<file path="config.mk">
export PLATFORM = sky130hd
export DESIGN_NAME = uart_lin
export DESIGN_NICKNAME = d
export VERILOG_FILES = /design/src/logic/uart_lin_pkg.sv /design/src/logic/word_fifo.sv /design/src/logic/baud_tick.sv /design/src/logic/uart_lin.sv
export VERILOG_INCLUDE_DIRS = /design/src /design/src/logic
export SDC_FILE = /design/constraint.sdc
export NUM_CORES = 1
export LEC_CHECK = 0
export ABC_CLOCK_PERIOD_IN_PS = 3900
export BUFFER_PORTS_ARGS = -buffer_cell sky130_fd_sc_hd__buf_4
export CAP_MARGIN = 10
export CORE_UTILIZATION = 27
export DETAILED_ROUTE_END_ITERATION = 8
export GPL_ROUTABILITY_DRIVEN = 1
export PLACE_DENSITY = 0.43
export SYNTH_ARGS = -nofsm -noshare
export SYNTH_HDL_FRONTEND = slang
export SYNTH_HIERARCHICAL = 1
export SYNTH_SLANG_ARGS = --single-unit
export TNS_END_PERCENT = 10
</file>
<file path="constraint.sdc">
create_clock -name CLK_I -period 3.9 [get_ports CLK_I]
set_input_delay 0.585 -clock CLK_I [delete_from_list [all_inputs] [get_ports CLK_I]]
set_output_delay 0.585 -clock CLK_I [all_outputs]
set_load 0.005 [all_outputs]
</file>
<file path="src/logic/uart_lin_params.svh">
`ifndef UART_LIN_PARAMS_SVH
`define UART_LIN_PARAMS_SVH
`define OVERSAMPLE 16
`define OVS_MID_A 7
`define OVS_MID_B 8
`define OVS_MID_C 9
`define LIN_BREAK_BITS 13
`define FIFO_DEPTH 4
`define BAUD_DIV_W 16
`define TX_FLAGS_RST 1'b1
`endif

</file>
<file path="src/logic/uart_lin_pkg.sv">
package uart_lin_pkg;
  typedef logic [8:0] word_t;
  typedef logic [15:0] div_t;
endpackage

</file>
<file path="src/logic/word_fifo.sv">
`timescale 1ns/1ps
module word_fifo #(
  parameter int WIDTH = 9,
  parameter int DEPTH = 4
) (
  input wire logic clk_i, // clock
  input wire logic rstn_i, // async reset, active low
  input wire logic flush_i, // drop all content
  input wire logic [WIDTH-1:0] in_data_i, // write word
  input wire logic in_valid_i, // write request
  output logic in_ready_o, // not full
  output logic [WIDTH-1:0] out_data_o, // head word
  output logic out_valid_o, // not empty
  input wire logic out_ready_i // pop
);
  localparam int AW = (DEPTH > 1) ? $clog2(DEPTH) : 1;
  if (DEPTH < 2 || (DEPTH & (DEPTH - 1)) != 0) begin : g_depth_chk
    $error("DEPTH must be a power of two >= 2");
  end
  logic [WIDTH-1:0] mem_r [DEPTH];
  logic [AW:0] wp_r, wp_nxt, rp_r, rp_nxt;
  logic push, pop;
  always_comb begin
    push = in_valid_i && in_ready_o;
    pop = out_valid_o && out_ready_i;
    wp_nxt = flush_i ? '0 : wp_r + (AW+1)'(push);
    rp_nxt = flush_i ? '0 : rp_r + (AW+1)'(pop);
  end
  always_ff @(posedge clk_i or negedge rstn_i) begin
    if (!rstn_i) begin
      wp_r <= '0;
      rp_r <= '0;
    end else begin
      wp_r <= wp_nxt;
      rp_r <= rp_nxt;
    end
  end
  always_ff @(posedge clk_i) begin
    if (push) begin
      mem_r[wp_r[AW-1:0]] <= in_data_i;
    end
  end
  assign in_ready_o = !((wp_r[AW] != rp_r[AW]) && (wp_r[AW-1:0] == rp_r[AW-1:0]));
  assign out_valid_o = (wp_r != rp_r);
  assign out_data_o = mem_r[rp_r[AW-1:0]];
endmodule

</file>
<file path="src/logic/baud_tick.sv">
`timescale 1ns/1ps
module baud_tick #(
  parameter int DW = 16
) (
  input wire logic clk_i, // clock
  input wire logic rstn_i, // async reset, active low
  input wire logic run_i, // counting allowed
  input wire logic [DW-1:0] div_i, // clocks per oversample tick
  output logic tick_o // one-cycle pulse
);
  logic [DW-1:0] cnt_r, cnt_nxt;
  logic tick_nxt;
  always_comb begin
    cnt_nxt = cnt_r;
    tick_nxt = 1'b0;
    // divisors below 2 stop the generator
    if (!run_i || div_i < DW'(2)) begin
      cnt_nxt = '0;
    end else if (cnt_r >= div_i - DW'(1)) begin
      cnt_nxt = '0;
      tick_nxt = 1'b1;
    end else begin
      cnt_nxt = cnt_r + DW'(1);
    end
  end
  always_ff @(posedge clk_i or negedge rstn_i) begin
    if (!rstn_i) begin
      cnt_r <= '0;
      tick_o <= 1'b0;
    end else begin
      cnt_r <= cnt_nxt;
      tick_o <= tick_nxt;
    end
  end
endmodule

</file>
<file path="src/logic/uart_lin.sv">
`timescale 1ns/1ps
`include "uart_lin_params.svh"
// Summary of operation
// - output floats when transmitter off, idles high when nothing to send.
// - frame is start bit, 8 or 9 data bits lsb first, stop bit.
// - start bit drives low, stop bit drives high.
// - idle character is a full frame of ones.
// - 9-bit mode takes the top bit from the transmit ninth bit input.
// - break frames of all zeros repeat while send break is held.
// - one high bit follows the last break frame.
// - LIN master with 8-bit words sends a 13-bit break.
// - enabling transmitter sends one idle frame first.
// - toggling enable mid-frame queues an idle frame and drops buffered data.
// - data written during a frame waits in the holding buffer.
// - data written while idle starts at once and sets empty flag.
// - empty flag clears only on status access then data write.
// - empty flag requests interrupt when its enable and group unmask set.
// - done flag sets after a data frame's stop bit or after a break; interrupt when enabled.
// - the same sequence clears the done flag.
// - receiver puts the ninth received bit into the ninth bit field.
// - receiver enable starts hunting for a start bit.
// - completed character goes to holding buffer, sets full flag, interrupt.
// - receiver flags framing, noise and overrun errors.
// - transmit and receive have separate baud generators.
// - receiver oversamples each bit to reject noise.
// - full flag clears on status access then data read.
// - overrun keeps buffered word, shift register overwritten.
// - received break is a framing error.
// - noise flag is set only when a character sets the full flag.
module uart_lin
#(
  parameter int FIFO_DEPTH = `FIFO_DEPTH
) (
  input wire logic CLK_I, // 200 MHz clock
  input wire logic RSTN_I, // async reset, active low
  input wire logic SERIAL_IN_PIN_I, // receive data pin
  output logic SERIAL_OUT_O, // transmit data pin level
  output logic SERIAL_OUT_OE_O, // transmit pin drive enable
  input wire logic TX_ON_I, // transmitter enable
  input wire logic RX_ON_I, // receiver enable
  input wire logic WORD9_I, // 9-bit words when high
  input wire logic LIN_MASTER_I, // LIN master break length
  input wire logic SEND_BREAK_I, // send break frames
  input wire logic TX_NINTH_BIT_I, // ninth bit to send
  input wire uart_lin_pkg::div_t TX_DIV_I, // tx clocks per sixteenth bit
  input wire uart_lin_pkg::div_t RX_DIV_I, // rx clocks per sixteenth bit
  input wire logic TX_EMPTY_IRQ_EN_I, // empty flag irq enable
  input wire logic TX_DONE_IRQ_EN_I, // done flag irq enable
  input wire logic RX_FULL_IRQ_EN_I, // full flag irq enable
  input wire logic GROUP0_IRQ_UNMASK_I, // group irq unmask
  input wire logic STATUS_ACCESS_I, // status register access pulse
  input wire logic DATA_WR_I, // data port write pulse
  input wire logic [7:0] DATA_WDATA_I, // data port write value
  input wire logic DATA_RD_I, // data port read pulse
  output logic [7:0] DATA_RDATA_O, // receive holding buffer
  output logic RX_NINTH_BIT_O, // received ninth bit
  output logic TX_BUFFER_EMPTY_FLAG_O, // transmit buffer empty
  output logic TX_DONE_FLAG_O, // transmission complete
  output logic RX_BUFFER_FULL_FLAG_O, // receive buffer full
  output logic OVERRUN_FLAG_O, // overrun error
  output logic NOISE_FLAG_O, // noise error
  output logic FRAMING_FLAG_O, // framing error
  output logic IRQ_O // interrupt request
);
  import uart_lin_pkg::*;
  if (FIFO_DEPTH != `FIFO_DEPTH) begin : g_depth_chk
    $error("FIFO_DEPTH must be 4");
  end
  typedef enum logic [4:0] {
    TS_OFF = 5'h01, TS_IDLE = 5'h02, TS_START = 5'h04, TS_DATA = 5'h08, TS_STOP = 5'h10
  } tx_st_e;
  typedef enum logic [3:0] {
    RS_HUNT = 4'h1, RS_START = 4'h2, RS_DATA = 4'h4, RS_STOP = 4'h8
  } rx_st_e;
  // frame length in data bits for the current mode
  function automatic logic [3:0] data_bits(input logic w9);
    return w9 ? 4'h9 : 4'h8;
  endfunction
  // tx side
  logic tx_tick, rx_tick;
  tx_st_e ts_r, ts_nxt;
  logic [3:0] tph_r, tph_nxt;
  logic [3:0] tbit_r, tbit_nxt;
  word_t tsh_r, tsh_nxt;
  logic tkind_r, tkind_nxt; // 1: data frame, 0: idle or break
  logic tbrk_r, tbrk_nxt;
  logic tmark_r, tmark_nxt; // pending extra one after break
  logic tidle_r, tidle_nxt; // idle frame pending
  logic ton_d_r;
  logic sarm_r, sarm_nxt; // status access seen
  logic tde_r, tde_nxt, tc_r, tc_nxt;
  logic out_r, out_nxt, oe_r, oe_nxt;
  logic pend_ok, f_valid, f_pop;
  word_t f_data, wr_word;
  logic [4:0] brk_len;
  baud_tick #(.DW(`BAUD_DIV_W)) u_txb (
    .clk_i(CLK_I), .rstn_i(RSTN_I), .run_i(TX_ON_I || ts_r != TS_OFF),
    .div_i(TX_DIV_I), .tick_o(tx_tick));
  assign wr_word = {WORD9_I ? TX_NINTH_BIT_I : 1'b0, DATA_WDATA_I};
  logic f_push;
  // queue unless the idle path takes the word straight into the shifter, else it is lost
  assign f_push = DATA_WR_I && sarm_r && TX_ON_I
    && !(ts_r == TS_IDLE && !tidle_r && !tmark_r && !SEND_BREAK_I && !f_valid);
  word_fifo #(.WIDTH(9), .DEPTH(FIFO_DEPTH)) u_fifo (
    .clk_i(CLK_I), .rstn_i(RSTN_I), .flush_i(TX_ON_I && !ton_d_r),
    .in_data_i(wr_word), .in_valid_i(f_push), .in_ready_o(pend_ok),
    .out_data_o(f_data), .out_valid_o(f_valid), .out_ready_i(f_pop));
  assign brk_len = (LIN_MASTER_I && !WORD9_I) ? 5'(`LIN_BREAK_BITS) : 5'(data_bits(WORD9_I) + 4'h2);
  always_comb begin
    ts_nxt = ts_r; tph_nxt = tph_r; tbit_nxt = tbit_r; tsh_nxt = tsh_r;
    tkind_nxt = tkind_r; tbrk_nxt = tbrk_r; tmark_nxt = tmark_r; tidle_nxt = tidle_r;
    sarm_nxt = sarm_r; tde_nxt = tde_r; tc_nxt = tc_r;
    out_nxt = out_r;
    f_pop = 1'b0;
    if (STATUS_ACCESS_I) sarm_nxt = 1'b1;
    if (DATA_WR_I && sarm_r) begin
      sarm_nxt = 1'b0; tde_nxt = 1'b0; tc_nxt = 1'b0;
    end
    if (TX_ON_I && !ton_d_r) tidle_nxt = 1'b1;
    if (!TX_ON_I && ts_r == TS_IDLE) begin
      ts_nxt = TS_OFF; out_nxt = 1'b1;
    end
    if (ts_r == TS_OFF && TX_ON_I) begin
      ts_nxt = TS_IDLE; out_nxt = 1'b1;
    end else if (ts_r == TS_IDLE && TX_ON_I) begin
      out_nxt = 1'b1;
      tph_nxt = '0;
      if (tidle_r) begin
        ts_nxt = TS_DATA; tidle_nxt = 1'b0; tkind_nxt = 1'b0; tbrk_nxt = 1'b0;
        // start slot plus data slots here; the stop state adds the last one
        tsh_nxt = '1; tbit_nxt = 4'(data_bits(WORD9_I) + 4'h1);
      end else if (tmark_r) begin
        ts_nxt = TS_STOP; tmark_nxt = 1'b0; tkind_nxt = 1'b0;
      end else if (SEND_BREAK_I) begin
        ts_nxt = TS_DATA; tkind_nxt = 1'b0; tbrk_nxt = 1'b1; tsh_nxt = '0; out_nxt = 1'b0;
        tbit_nxt = brk_len[3:0] == 4'h0 ? 4'hf : brk_len[3:0];
      end else if (f_valid) begin
        f_pop = 1'b1; ts_nxt = TS_START; tsh_nxt = f_data; tkind_nxt = 1'b1;
        out_nxt = 1'b0; tde_nxt = 1'b1; tbit_nxt = data_bits(WORD9_I);
      end else if (DATA_WR_I && sarm_r) begin
        ts_nxt = TS_START; tsh_nxt = wr_word; tkind_nxt = 1'b1;
        out_nxt = 1'b0; tde_nxt = 1'b1; tbit_nxt = data_bits(WORD9_I);
      end
    end else if (tx_tick) begin
      tph_nxt = tph_r + 4'h1;
      if (tph_r == 4'(`OVERSAMPLE - 1)) begin
        case (ts_r)
          TS_START: begin
            ts_nxt = TS_DATA; out_nxt = tsh_r[0];
          end
          TS_DATA: begin
            tbit_nxt = tbit_r - 4'h1;
            if (!tbrk_r || tkind_r) tsh_nxt = {1'b1, tsh_r[8:1]};
            if (tbit_r == 4'h1) begin
              if (tbrk_r) begin
                ts_nxt = TS_IDLE; tc_nxt = 1'b1; tmark_nxt = !SEND_BREAK_I;
                tbrk_nxt = 1'b0; out_nxt = SEND_BREAK_I ? 1'b0 : 1'b1;
              end else begin
                ts_nxt = TS_STOP; out_nxt = 1'b1;
              end
            end else begin
              out_nxt = tbrk_r ? 1'b0 : tsh_r[1];
            end
          end
          TS_STOP: begin
            ts_nxt = TS_IDLE; out_nxt = 1'b1;
            if (tkind_r) tc_nxt = 1'b1;
          end
          default: ts_nxt = TS_IDLE;
        endcase
      end
    end
    if (!TX_ON_I && ts_r == TS_OFF) out_nxt = 1'b1;
    // follows the next state so the drive drops together with the off state
    oe_nxt = TX_ON_I || ts_nxt != TS_OFF;
  end
  always_ff @(posedge CLK_I or negedge RSTN_I) begin
    if (!RSTN_I) begin
      ts_r <= TS_OFF; tph_r <= '0; tbit_r <= '0; tsh_r <= '1; tkind_r <= 1'b0;
      tbrk_r <= 1'b0; tmark_r <= 1'b0; tidle_r <= 1'b0; ton_d_r <= 1'b0; sarm_r <= 1'b0;
      tde_r <= `TX_FLAGS_RST; tc_r <= `TX_FLAGS_RST; out_r <= 1'b1; oe_r <= 1'b0;
    end else begin
      ts_r <= ts_nxt; tph_r <= tph_nxt; tbit_r <= tbit_nxt; tsh_r <= tsh_nxt;
      tkind_r <= tkind_nxt; tbrk_r <= tbrk_nxt; tmark_r <= tmark_nxt; tidle_r <= tidle_nxt;
      ton_d_r <= TX_ON_I; sarm_r <= sarm_nxt; tde_r <= tde_nxt; tc_r <= tc_nxt;
      out_r <= out_nxt; oe_r <= oe_nxt;
    end
  end
  // rx side: pin passes two flops before use
  logic rin_m_r, rin_r;
  always_ff @(posedge CLK_I or negedge RSTN_I) begin
    if (!RSTN_I) begin
      rin_m_r <= 1'b1; rin_r <= 1'b1;
    end else begin
      rin_m_r <= SERIAL_IN_PIN_I; rin_r <= rin_m_r;
    end
  end
  rx_st_e rs_r, rs_nxt;
  logic [3:0] rph_r, rph_nxt, rbit_r, rbit_nxt;
  logic [2:0] smp_r, smp_nxt;
  word_t rsh_r, rsh_nxt, rbuf_r, rbuf_nxt;
  logic rnz_r, rnz_nxt, rf_r, rf_nxt, ro_r, ro_nxt, rn_r, rn_nxt, rfe_r, rfe_nxt;
  logic rarm_r, rarm_nxt, maj, noisy, rdone;
  baud_tick #(.DW(`BAUD_DIV_W)) u_rxb (
    .clk_i(CLK_I), .rstn_i(RSTN_I), .run_i(RX_ON_I), .div_i(RX_DIV_I), .tick_o(rx_tick));
  always_comb begin
    maj = (smp_r[0] & smp_r[1]) | (smp_r[0] & smp_r[2]) | (smp_r[1] & smp_r[2]);
    noisy = !(smp_r == 3'h0 || smp_r == 3'h7);
    rs_nxt = rs_r; rph_nxt = rph_r; rbit_nxt = rbit_r; smp_nxt = smp_r; rsh_nxt = rsh_r;
    rbuf_nxt = rbuf_r; rnz_nxt = rnz_r; rf_nxt = rf_r; ro_nxt = ro_r; rn_nxt = rn_r;
    rfe_nxt = rfe_r; rarm_nxt = rarm_r; rdone = 1'b0;
    if (STATUS_ACCESS_I) rarm_nxt = 1'b1;
    if (DATA_RD_I && rarm_r) begin
      rarm_nxt = 1'b0; rf_nxt = 1'b0; ro_nxt = 1'b0; rn_nxt = 1'b0; rfe_nxt = 1'b0;
    end
    if (!RX_ON_I) begin
      rs_nxt = RS_HUNT;
    end else if (rx_tick) begin
      rph_nxt = rph_r + 4'h1;
      if (rph_r == 4'(`OVS_MID_A) || rph_r == 4'(`OVS_MID_B) || rph_r == 4'(`OVS_MID_C))
        smp_nxt = {smp_r[1:0], rin_r};
      case (rs_r)
        RS_HUNT: begin
          rph_nxt = '0;
          if (!rin_r) begin
            rs_nxt = RS_START; rph_nxt = 4'h1; rnz_nxt = 1'b0; rbit_nxt = '0;
          end
        end
        RS_START: if (rph_r == 4'hf) begin
          if (maj) rs_nxt = RS_HUNT; // false start
          else rs_nxt = RS_DATA;
          rnz_nxt = noisy;
        end
        RS_DATA: if (rph_r == 4'hf) begin
          rsh_nxt = WORD9_I ? {maj, rsh_r[8:1]} : {1'b0, maj, rsh_r[7:1]};
          rnz_nxt = rnz_r | noisy;
          rbit_nxt = rbit_r + 4'h1;
          if (rbit_r == data_bits(WORD9_I) - 4'h1) rs_nxt = RS_STOP;
        end
        // decide one tick after the last sample so all three stop samples are in
        RS_STOP: if (rph_r == 4'(`OVS_MID_C + 1)) begin
          rdone = 1'b1; rs_nxt = RS_HUNT;
        end
        default: rs_nxt = RS_HUNT;
      endcase
      if (rdone) begin
        // a clear in the same cycle frees the buffer, so the new word wins
        if (rf_nxt) begin
          ro_nxt = 1'b1;
        end else begin
          rbuf_nxt = rsh_r; rf_nxt = 1'b1;
          rn_nxt = rnz_r | noisy;
          rfe_nxt = !maj;
        end
      end
    end
  end
  always_ff @(posedge CLK_I or negedge RSTN_I) begin
    if (!RSTN_I) begin
      rs_r <= RS_HUNT; rph_r <= '0; rbit_r <= '0; smp_r <= 3'h7; rsh_r <= '0; rbuf_r <= '0;
      rnz_r <= 1'b0; rf_r <= 1'b0; ro_r <= 1'b0; rn_r <= 1'b0; rfe_r <= 1'b0; rarm_r <= 1'b0;
    end else begin
      rs_r <= rs_nxt; rph_r <= rph_nxt; rbit_r <= rbit_nxt; smp_r <= smp_nxt; rsh_r <= rsh_nxt;
      rbuf_r <= rbuf_nxt; rnz_r <= rnz_nxt; rf_r <= rf_nxt; ro_r <= ro_nxt; rn_r <= rn_nxt;
      rfe_r <= rfe_nxt; rarm_r <= rarm_nxt;
    end
  end
  logic irq_r;
  always_ff @(posedge CLK_I or negedge RSTN_I) begin
    if (!RSTN_I) irq_r <= 1'b0;
    else irq_r <= GROUP0_IRQ_UNMASK_I && ((TX_EMPTY_IRQ_EN_I && tde_r)
      || (TX_DONE_IRQ_EN_I && tc_r) || (RX_FULL_IRQ_EN_I && (rf_r || ro_r)));
  end
  assign SERIAL_OUT_O = out_r;
  assign SERIAL_OUT_OE_O = oe_r;
  assign TX_BUFFER_EMPTY_FLAG_O = tde_r;
  assign TX_DONE_FLAG_O = tc_r;
  assign RX_BUFFER_FULL_FLAG_O = rf_r;
  assign OVERRUN_FLAG_O = ro_r;
  assign NOISE_FLAG_O = rn_r;
  assign FRAMING_FLAG_O = rfe_r;
  assign DATA_RDATA_O = rbuf_r[7:0];
  assign RX_NINTH_BIT_O = rbuf_r[8];
  assign IRQ_O = irq_r;
  AST_OE_OFF: assert property (@(posedge CLK_I) disable iff (!RSTN_I)
    (ts_r == TS_OFF && !$past(TX_ON_I)) |-> !SERIAL_OUT_OE_O) else $error("pin driven while off");
  AST_START_LOW: assert property (@(posedge CLK_I) disable iff (!RSTN_I)
    (ts_r == TS_START) |-> !SERIAL_OUT_O) else $error("start bit not low");
  AST_STOP_HIGH: assert property (@(posedge CLK_I) disable iff (!RSTN_I)
    (ts_r == TS_STOP) |-> SERIAL_OUT_O) else $error("stop bit not high");
  AST_TDE_CLR: assert property (@(posedge CLK_I) disable iff (!RSTN_I)
    ($fell(tde_r) |-> $past(DATA_WR_I && sarm_r))) else $error("empty flag cleared wrongly");
  AST_TC_CLR: assert property (@(posedge CLK_I) disable iff (!RSTN_I)
    ($fell(tc_r) |-> $past(DATA_WR_I && sarm_r))) else $error("done flag cleared wrongly");
  AST_IRQ: assert property (@(posedge CLK_I) disable iff (!RSTN_I)
    (GROUP0_IRQ_UNMASK_I && TX_EMPTY_IRQ_EN_I && tde_r) |=> IRQ_O) else $error("no irq");
  AST_NF_WITH_RF: assert property (@(posedge CLK_I) disable iff (!RSTN_I)
    $rose(NOISE_FLAG_O) |-> $rose(RX_BUFFER_FULL_FLAG_O)) else $error("noise flag alone");
  AST_OVR_KEEP: assert property (@(posedge CLK_I) disable iff (!RSTN_I)
    (rf_r && !(DATA_RD_I && rarm_r)) |=> $stable(rbuf_r)) else $error("buffer overwritten");
  AST_RF_CLR: assert property (@(posedge CLK_I) disable iff (!RSTN_I)
    $fell(rf_r) |-> $past(DATA_RD_I && rarm_r)) else $error("full flag cleared wrongly");
  COV_TX: cover property (@(posedge CLK_I) disable iff (!RSTN_I) $rose(tc_r));
  COV_RX: cover property (@(posedge CLK_I) disable iff (!RSTN_I) $rose(rf_r));
  COV_OVR: cover property (@(posedge CLK_I) disable iff (!RSTN_I) $rose(ro_r));
  COV_BRK: cover property (@(posedge CLK_I) disable iff (!RSTN_I) tbrk_r && SEND_BREAK_I);
endmodule

</file>
# Yosys cells after proc, flatten, opt, wreduce, memory -nomap -nowiden
# Memory sizes are Yosys's and may differ from the RTL's.
# Index checks and enable logic that the tools add are counted.
# word_totals
ff_bits	114
ram_bits	36
in_bits	56
out_inout_bits	18
word_cells	327
memories	1
# memory_table
memory	words	width	rd	rd_ports_with_merged_regs	write_ports	line_no	rtl
u_fifo.mem_r	4	9	1	0	1	word_fifo.sv:20	logic [WIDTH-1:0] mem_r [DEPTH];
# classes
add_sub_neg	13
magnitude_cmp	4
n_eq_ne	36
mux	158
bitwise	8
reduce_logical	72
# op_table
operator	count
1-bit 2-to-1 mux	99
9-bit 2-to-1 mux	11
4-bit 2-to-1 mux	23
16-bit 2-to-1 mux	4
5-bit 2-to-1 mux	12
16-bit by 1-bit adder with 16-bit output, second input constant	2
16-bit >= comparator	2
16-bit by 2-bit < comparator with 1-bit output, second input constant	2
16-bit by 1-bit subtractor with 16-bit output, second input constant	2
4-bit equality test, second input constant	6
1-bit logical AND	21
3-bit != test, second input constant	7
7-bit AND reduction	3
6-bit AND reduction	3
2-bit nonzero test	9
4-bit by 1-bit adder with 4-bit output, second input constant	4
4-bit case mux with 4 select lines	1
1-bit zero test	14
1-bit logical OR	11
5-bit by 1-bit != test with 1-bit output, second input constant	2
5-bit case mux with 2 select lines	1
3-bit 2-to-1 mux	3
4-bit by 1-bit equality test with 1-bit output, second input constant	2
4-bit by 3-bit equality test with 1-bit output, second input constant	2
31 further kinds	45

# Logic depth before layout (Yosys ltp)
# depth
word_depth	12
ltp_mapped	12

# Hierarchy
# Netlist, hierarchy kept.
# modules_own_cells
mod	n_inst	cells_per_inst	area_each_um2
uart_lin	1	420	4156.5
word_fifo	1	83	1719.1
baud_tick at u_txb	1	161	1529.0
baud_tick at u_rxb	1	160	1482.7

# Worst setup path before layout
# OpenSTA, ideal clock, no wires.
# synth_path
kind	input to register
startpoint	input TX_DIV_I[0]
endpoint	register u_txb.cnt_r[10]
t_arrival_ns	3.216
t_required_ns	3.765
setup_slack_ns	0.549
stages	12
path_buffers	1
cell_sequence	inv_1 ha_1 or4b_1 or2_4 nor3_2 xnor2_1 ha_1 nand4_2 or4_4 a31oi_4 buf_6 nor4_1
# synth_between
elab_chain_len	4
word_cells_on_any_way	6
classes_between	1 x add/sub; 2 x order compare; 2 x mux; 1 x reduce/logical
# synth_lines
element	line_no	rtl
start, declared	uart_lin.sv:45	input wire uart_lin_pkg::div_t TX_DIV_I,
16-bit by 1-bit subtractor with 16-bit output	baud_tick.sv:19	end else if (cnt_r >= div_i - DW'(1)) begin
16-bit >= comparator	baud_tick.sv:19	
16-bit 2-to-1 mux	baud_tick.sv:19	
16-bit 2-to-1 mux *	baud_tick.sv:17	if (!run_i || div_i < DW'(2)) begin
named net u_txb.cnt_nxt[10]	baud_tick.sv:11	logic [DW-1:0] cnt_r, cnt_nxt;
end signal, assigned	baud_tick.sv:31	cnt_r <= cnt_nxt;
end, declared	baud_tick.sv:11	
# The timed path passes the listed nets; every way through them passes the cells marked *.
# A chain may end at the register's enable or synchronous reset.

# Worst setup path after layout
# layout_path
startpoint	input TX_DIV_I[0]
endpoint	register u_txb.tick_o
# layout_between
elab_chain_len	4
word_cells_on_any_way	6
classes_between	1 x add/sub; 2 x order compare; 2 x mux; 1 x reduce/logical
# layout_lines
element	line_no	rtl
16-bit by 1-bit subtractor with 16-bit output	baud_tick.sv:19	
16-bit >= comparator	baud_tick.sv:19	
1-bit 2-to-1 mux	baud_tick.sv:19	
1-bit 2-to-1 mux *	baud_tick.sv:17	
named net u_txb.tick_nxt	baud_tick.sv:12	logic tick_nxt;
end signal, assigned	baud_tick.sv:32	tick_o <= tick_nxt;
end, declared	baud_tick.sv:9	output logic tick_o
# Marked as above.

==> metrics <==
status=completed; Final min period=around 3200 ps; clk slew on worst S/H paths=~80 ps; hpwl dp=between 15000 and 20000 um; maxcap violations=0; hold buffers post-CTS=0; Reg2Reg Setup Slack=990 ps; crit-path cells=buf_4 -> inv_1 -> ha_1 -> or4b_1 -> or2_4 -> nor3_2 -> xnor2_1 -> ha_1 -> nand4_2 -> or4_4 -> a31oi_4 -> buf_12 -> o311a_1; Hold/Removal Path Class=input pin to flop; vias per cell=around 4.7; Worst-Skew Late Latency=roughly 420 ps; Required @ worst endpoint=roughly 4300 ps; Worst Tran Pin Value=1070 ps; Net Sw Power=~0.0012 W; Starting Density=a little over a quarter; vias in the first global route=about 6400; CP Capture Type=flop; largest net degree at the start of global routing=77; Die Wd=about 180 um; PortBufs=73; die area=~34000 sq um; Layout Nets=between 1000 and 1500; RSZ-0062 raised after global routing=false; Final GP Congestion=roughly 0.76; initial antenna violation count=0; share of post-route cells with drive strength above 1=between 20% and 30%; synth warn=6; CP max stage cell=or4_4; Hold Violations, Final=0; Root Buffer=clkbuf_16; ANT cells=0; Rows=66; Crit Path Max Fanout=17; TritonCTS clock tree=done; # setup viols final=0; leak pwr=approximately 4.3 nW; grt ovf=0; Pre-antenna DRT Iters=6; Final ANT Viol Nets=0; Hold Worst Slack=261 ps; Global Route Usage Sum=13.1%; Die Ht=roughly 180 um; net count after synthesis=roughly 930; reg-to-reg endpoint=u_fifo/mem_r[0][8]; core area=around 32000 sq um; final cycle utilization of the critical path=between 80 and 90%; slowest stage delay, CP=570 ps; Critical Path Start Type=input pin; instance count of the mapped netlist=823; WL final=~21000 um; crit path to=u_txb/tick_o; Initial DRC Count=between 300 and 400; switching share of power=between 20 and 30%; Vias=between 6000 and 7000; Worst R2R Path Depth=7; Sequential Power Share=45.3%; R2R Path Start=u_fifo/rp_r[1]; area delta synth->final=18.6%; CTS Buffer Depth=2; post-cts gate resize count=0; critical path class=input pin to flop; crit path DAT=between 3000 and 4000 ps; final worst clock skew=approximately 20 ps; Residual DRC=0; Worst VDD drop=about 0.29 mV; Slew HR=between 20% and 30%; Ports=74; internal power=just under 0.003 W; Mean Syn Cell Area=10.8 sq um; total CTS buffers=17; most frequent cells in the layout=95 x dfrtp_1, 84 x buf_4, 66 x nand2_1, 55 x nor2_1, 48 x ha_1; clock power share=between 40% and 50%; Clock Sinks=150; drt wl/cell=roughly 16 um; H-tree depth=4; first-pass GRT wire length=approximately 35000 um; Critical Path Most Common Cell=ha_1; Power per Cell Area=a little under 400 nW/um^2; Gate power share=between 10% and 20%; Slew Viols, Final=0; area of the mapped netlist=8880 sq um; setup TNS=0 ps; commonest non-fill, non-tap cell in the layout=dfrtp_1; hold_sp=SERIAL_IN_PIN_I; Worst Setup SP=TX_DIV_I[0]; Max Freq=between 300 and 400 MHz; Post-CTS Setup Inserts=0
==> stage by stage <==
| step | setup slack (ps) | cell area (sq um) | utilization [%] | std cells | power [W] |
|---|---|---|---|---|---|
| floorplan | 549 | 8880 | - | 823 | 0.00226 |
| global placement | 279 | 9930 | 30.6 | 1322 | 0.00250 |
| detailed placement | 231 | 9930 | 30.6 | 1322 | 0.00250 |
| CTS | 656 | 10500 | 32.5 | 1354 | 0.00418 |
| global route | 533 | 10500 | 32.5 | 1354 | 0.00434 |
| finish | 669 | 10500 | 32.5 | 1354 | 0.00410 |
==> layer usage <==
layer  global-route usage (%)  routed length (um)  up-vias
met2                     21.4                9780      105
li1                         -                   -     3200
met5                        0                   0        -
met1                     18.1               10600     3114
met3                     2.22                 567        4
met4                     2.77                 101        0
==> worst min-delay path by stage <==
| stage | end | depth (start not counted) | slack [ps] |
|---|---|---|---|
| floorplan | FRAMING_FLAG_O | 0 | 290 |
| global placement | rin_r | 0 | 350 |
| detailed placement | rin_r | 0 | 350 |
| CTS | rin_m_r | 1 | 240 |
| global route | rin_m_r | 1 | 240 |
| finish | rin_m_r | 1 | 260 |
==> power by group through the flow <==
| stage | Clock (W) | Combinational (W) | Sequential [W] |
|---|---|---|---|
| 6_report | 0.00165 | 0.000597 | 0.00186 |
| 5_1_grt | 0.00177 | 0.000687 | 0.00188 |
| 4_1_cts | 0.00171 | 0.000611 | 0.00186 |
| 3_5_place_dp | 0 | 0.000607 | 0.00189 |
| 3_3_place_gp | 0 | 0.000607 | 0.00189 |
| 2_1_floorplan | 0 | 0.000427 | 0.00183 |
==> state kept, by name (all words and copies together) (netlist names), 3 cells and up <==
| name | count |
|---|---|
| u_txb/cnt_r | 16 |
| rbuf_r | 9 |
| tbit_r | 4 |
| u_fifo/wp_r | 3 |
| tph_r | 4 |
| ts_r | 5 |
| rs_r | 4 |
| u_fifo/mem_r | 36 |
| u_fifo/rp_r | 3 |
| u_rxb/cnt_r | 16 |
| rbit_r | 4 |
| tsh_r | 9 |
| rsh_r | 9 |
| rph_r | 4 |
| smp_r | 3 |
==> final cells by class <==
cell class | instances | area [sq um]
clock buffer | 20 | 478
clock inverter | 12 | 125
fill | 3327 | 21900
inverter | 27 | 101
multi-input combinational | 617 | 4650
sequential | 150 | 3960
tap | 442 | 553
timing repair buffer | 86 | 671
==> critical path, delay by kind of cell <==
| kind | cells | cell delay, ps |
|---|---|---|
| xor+xnor | 1 | 90 |
| fa+ha+maj | 2 | 500 |
| compound gates | 2 | 340 |
| simple gates | 5 | 1670 |
| buf+inv | 3 | 380 |
Power figures use the tool's default switching activity.
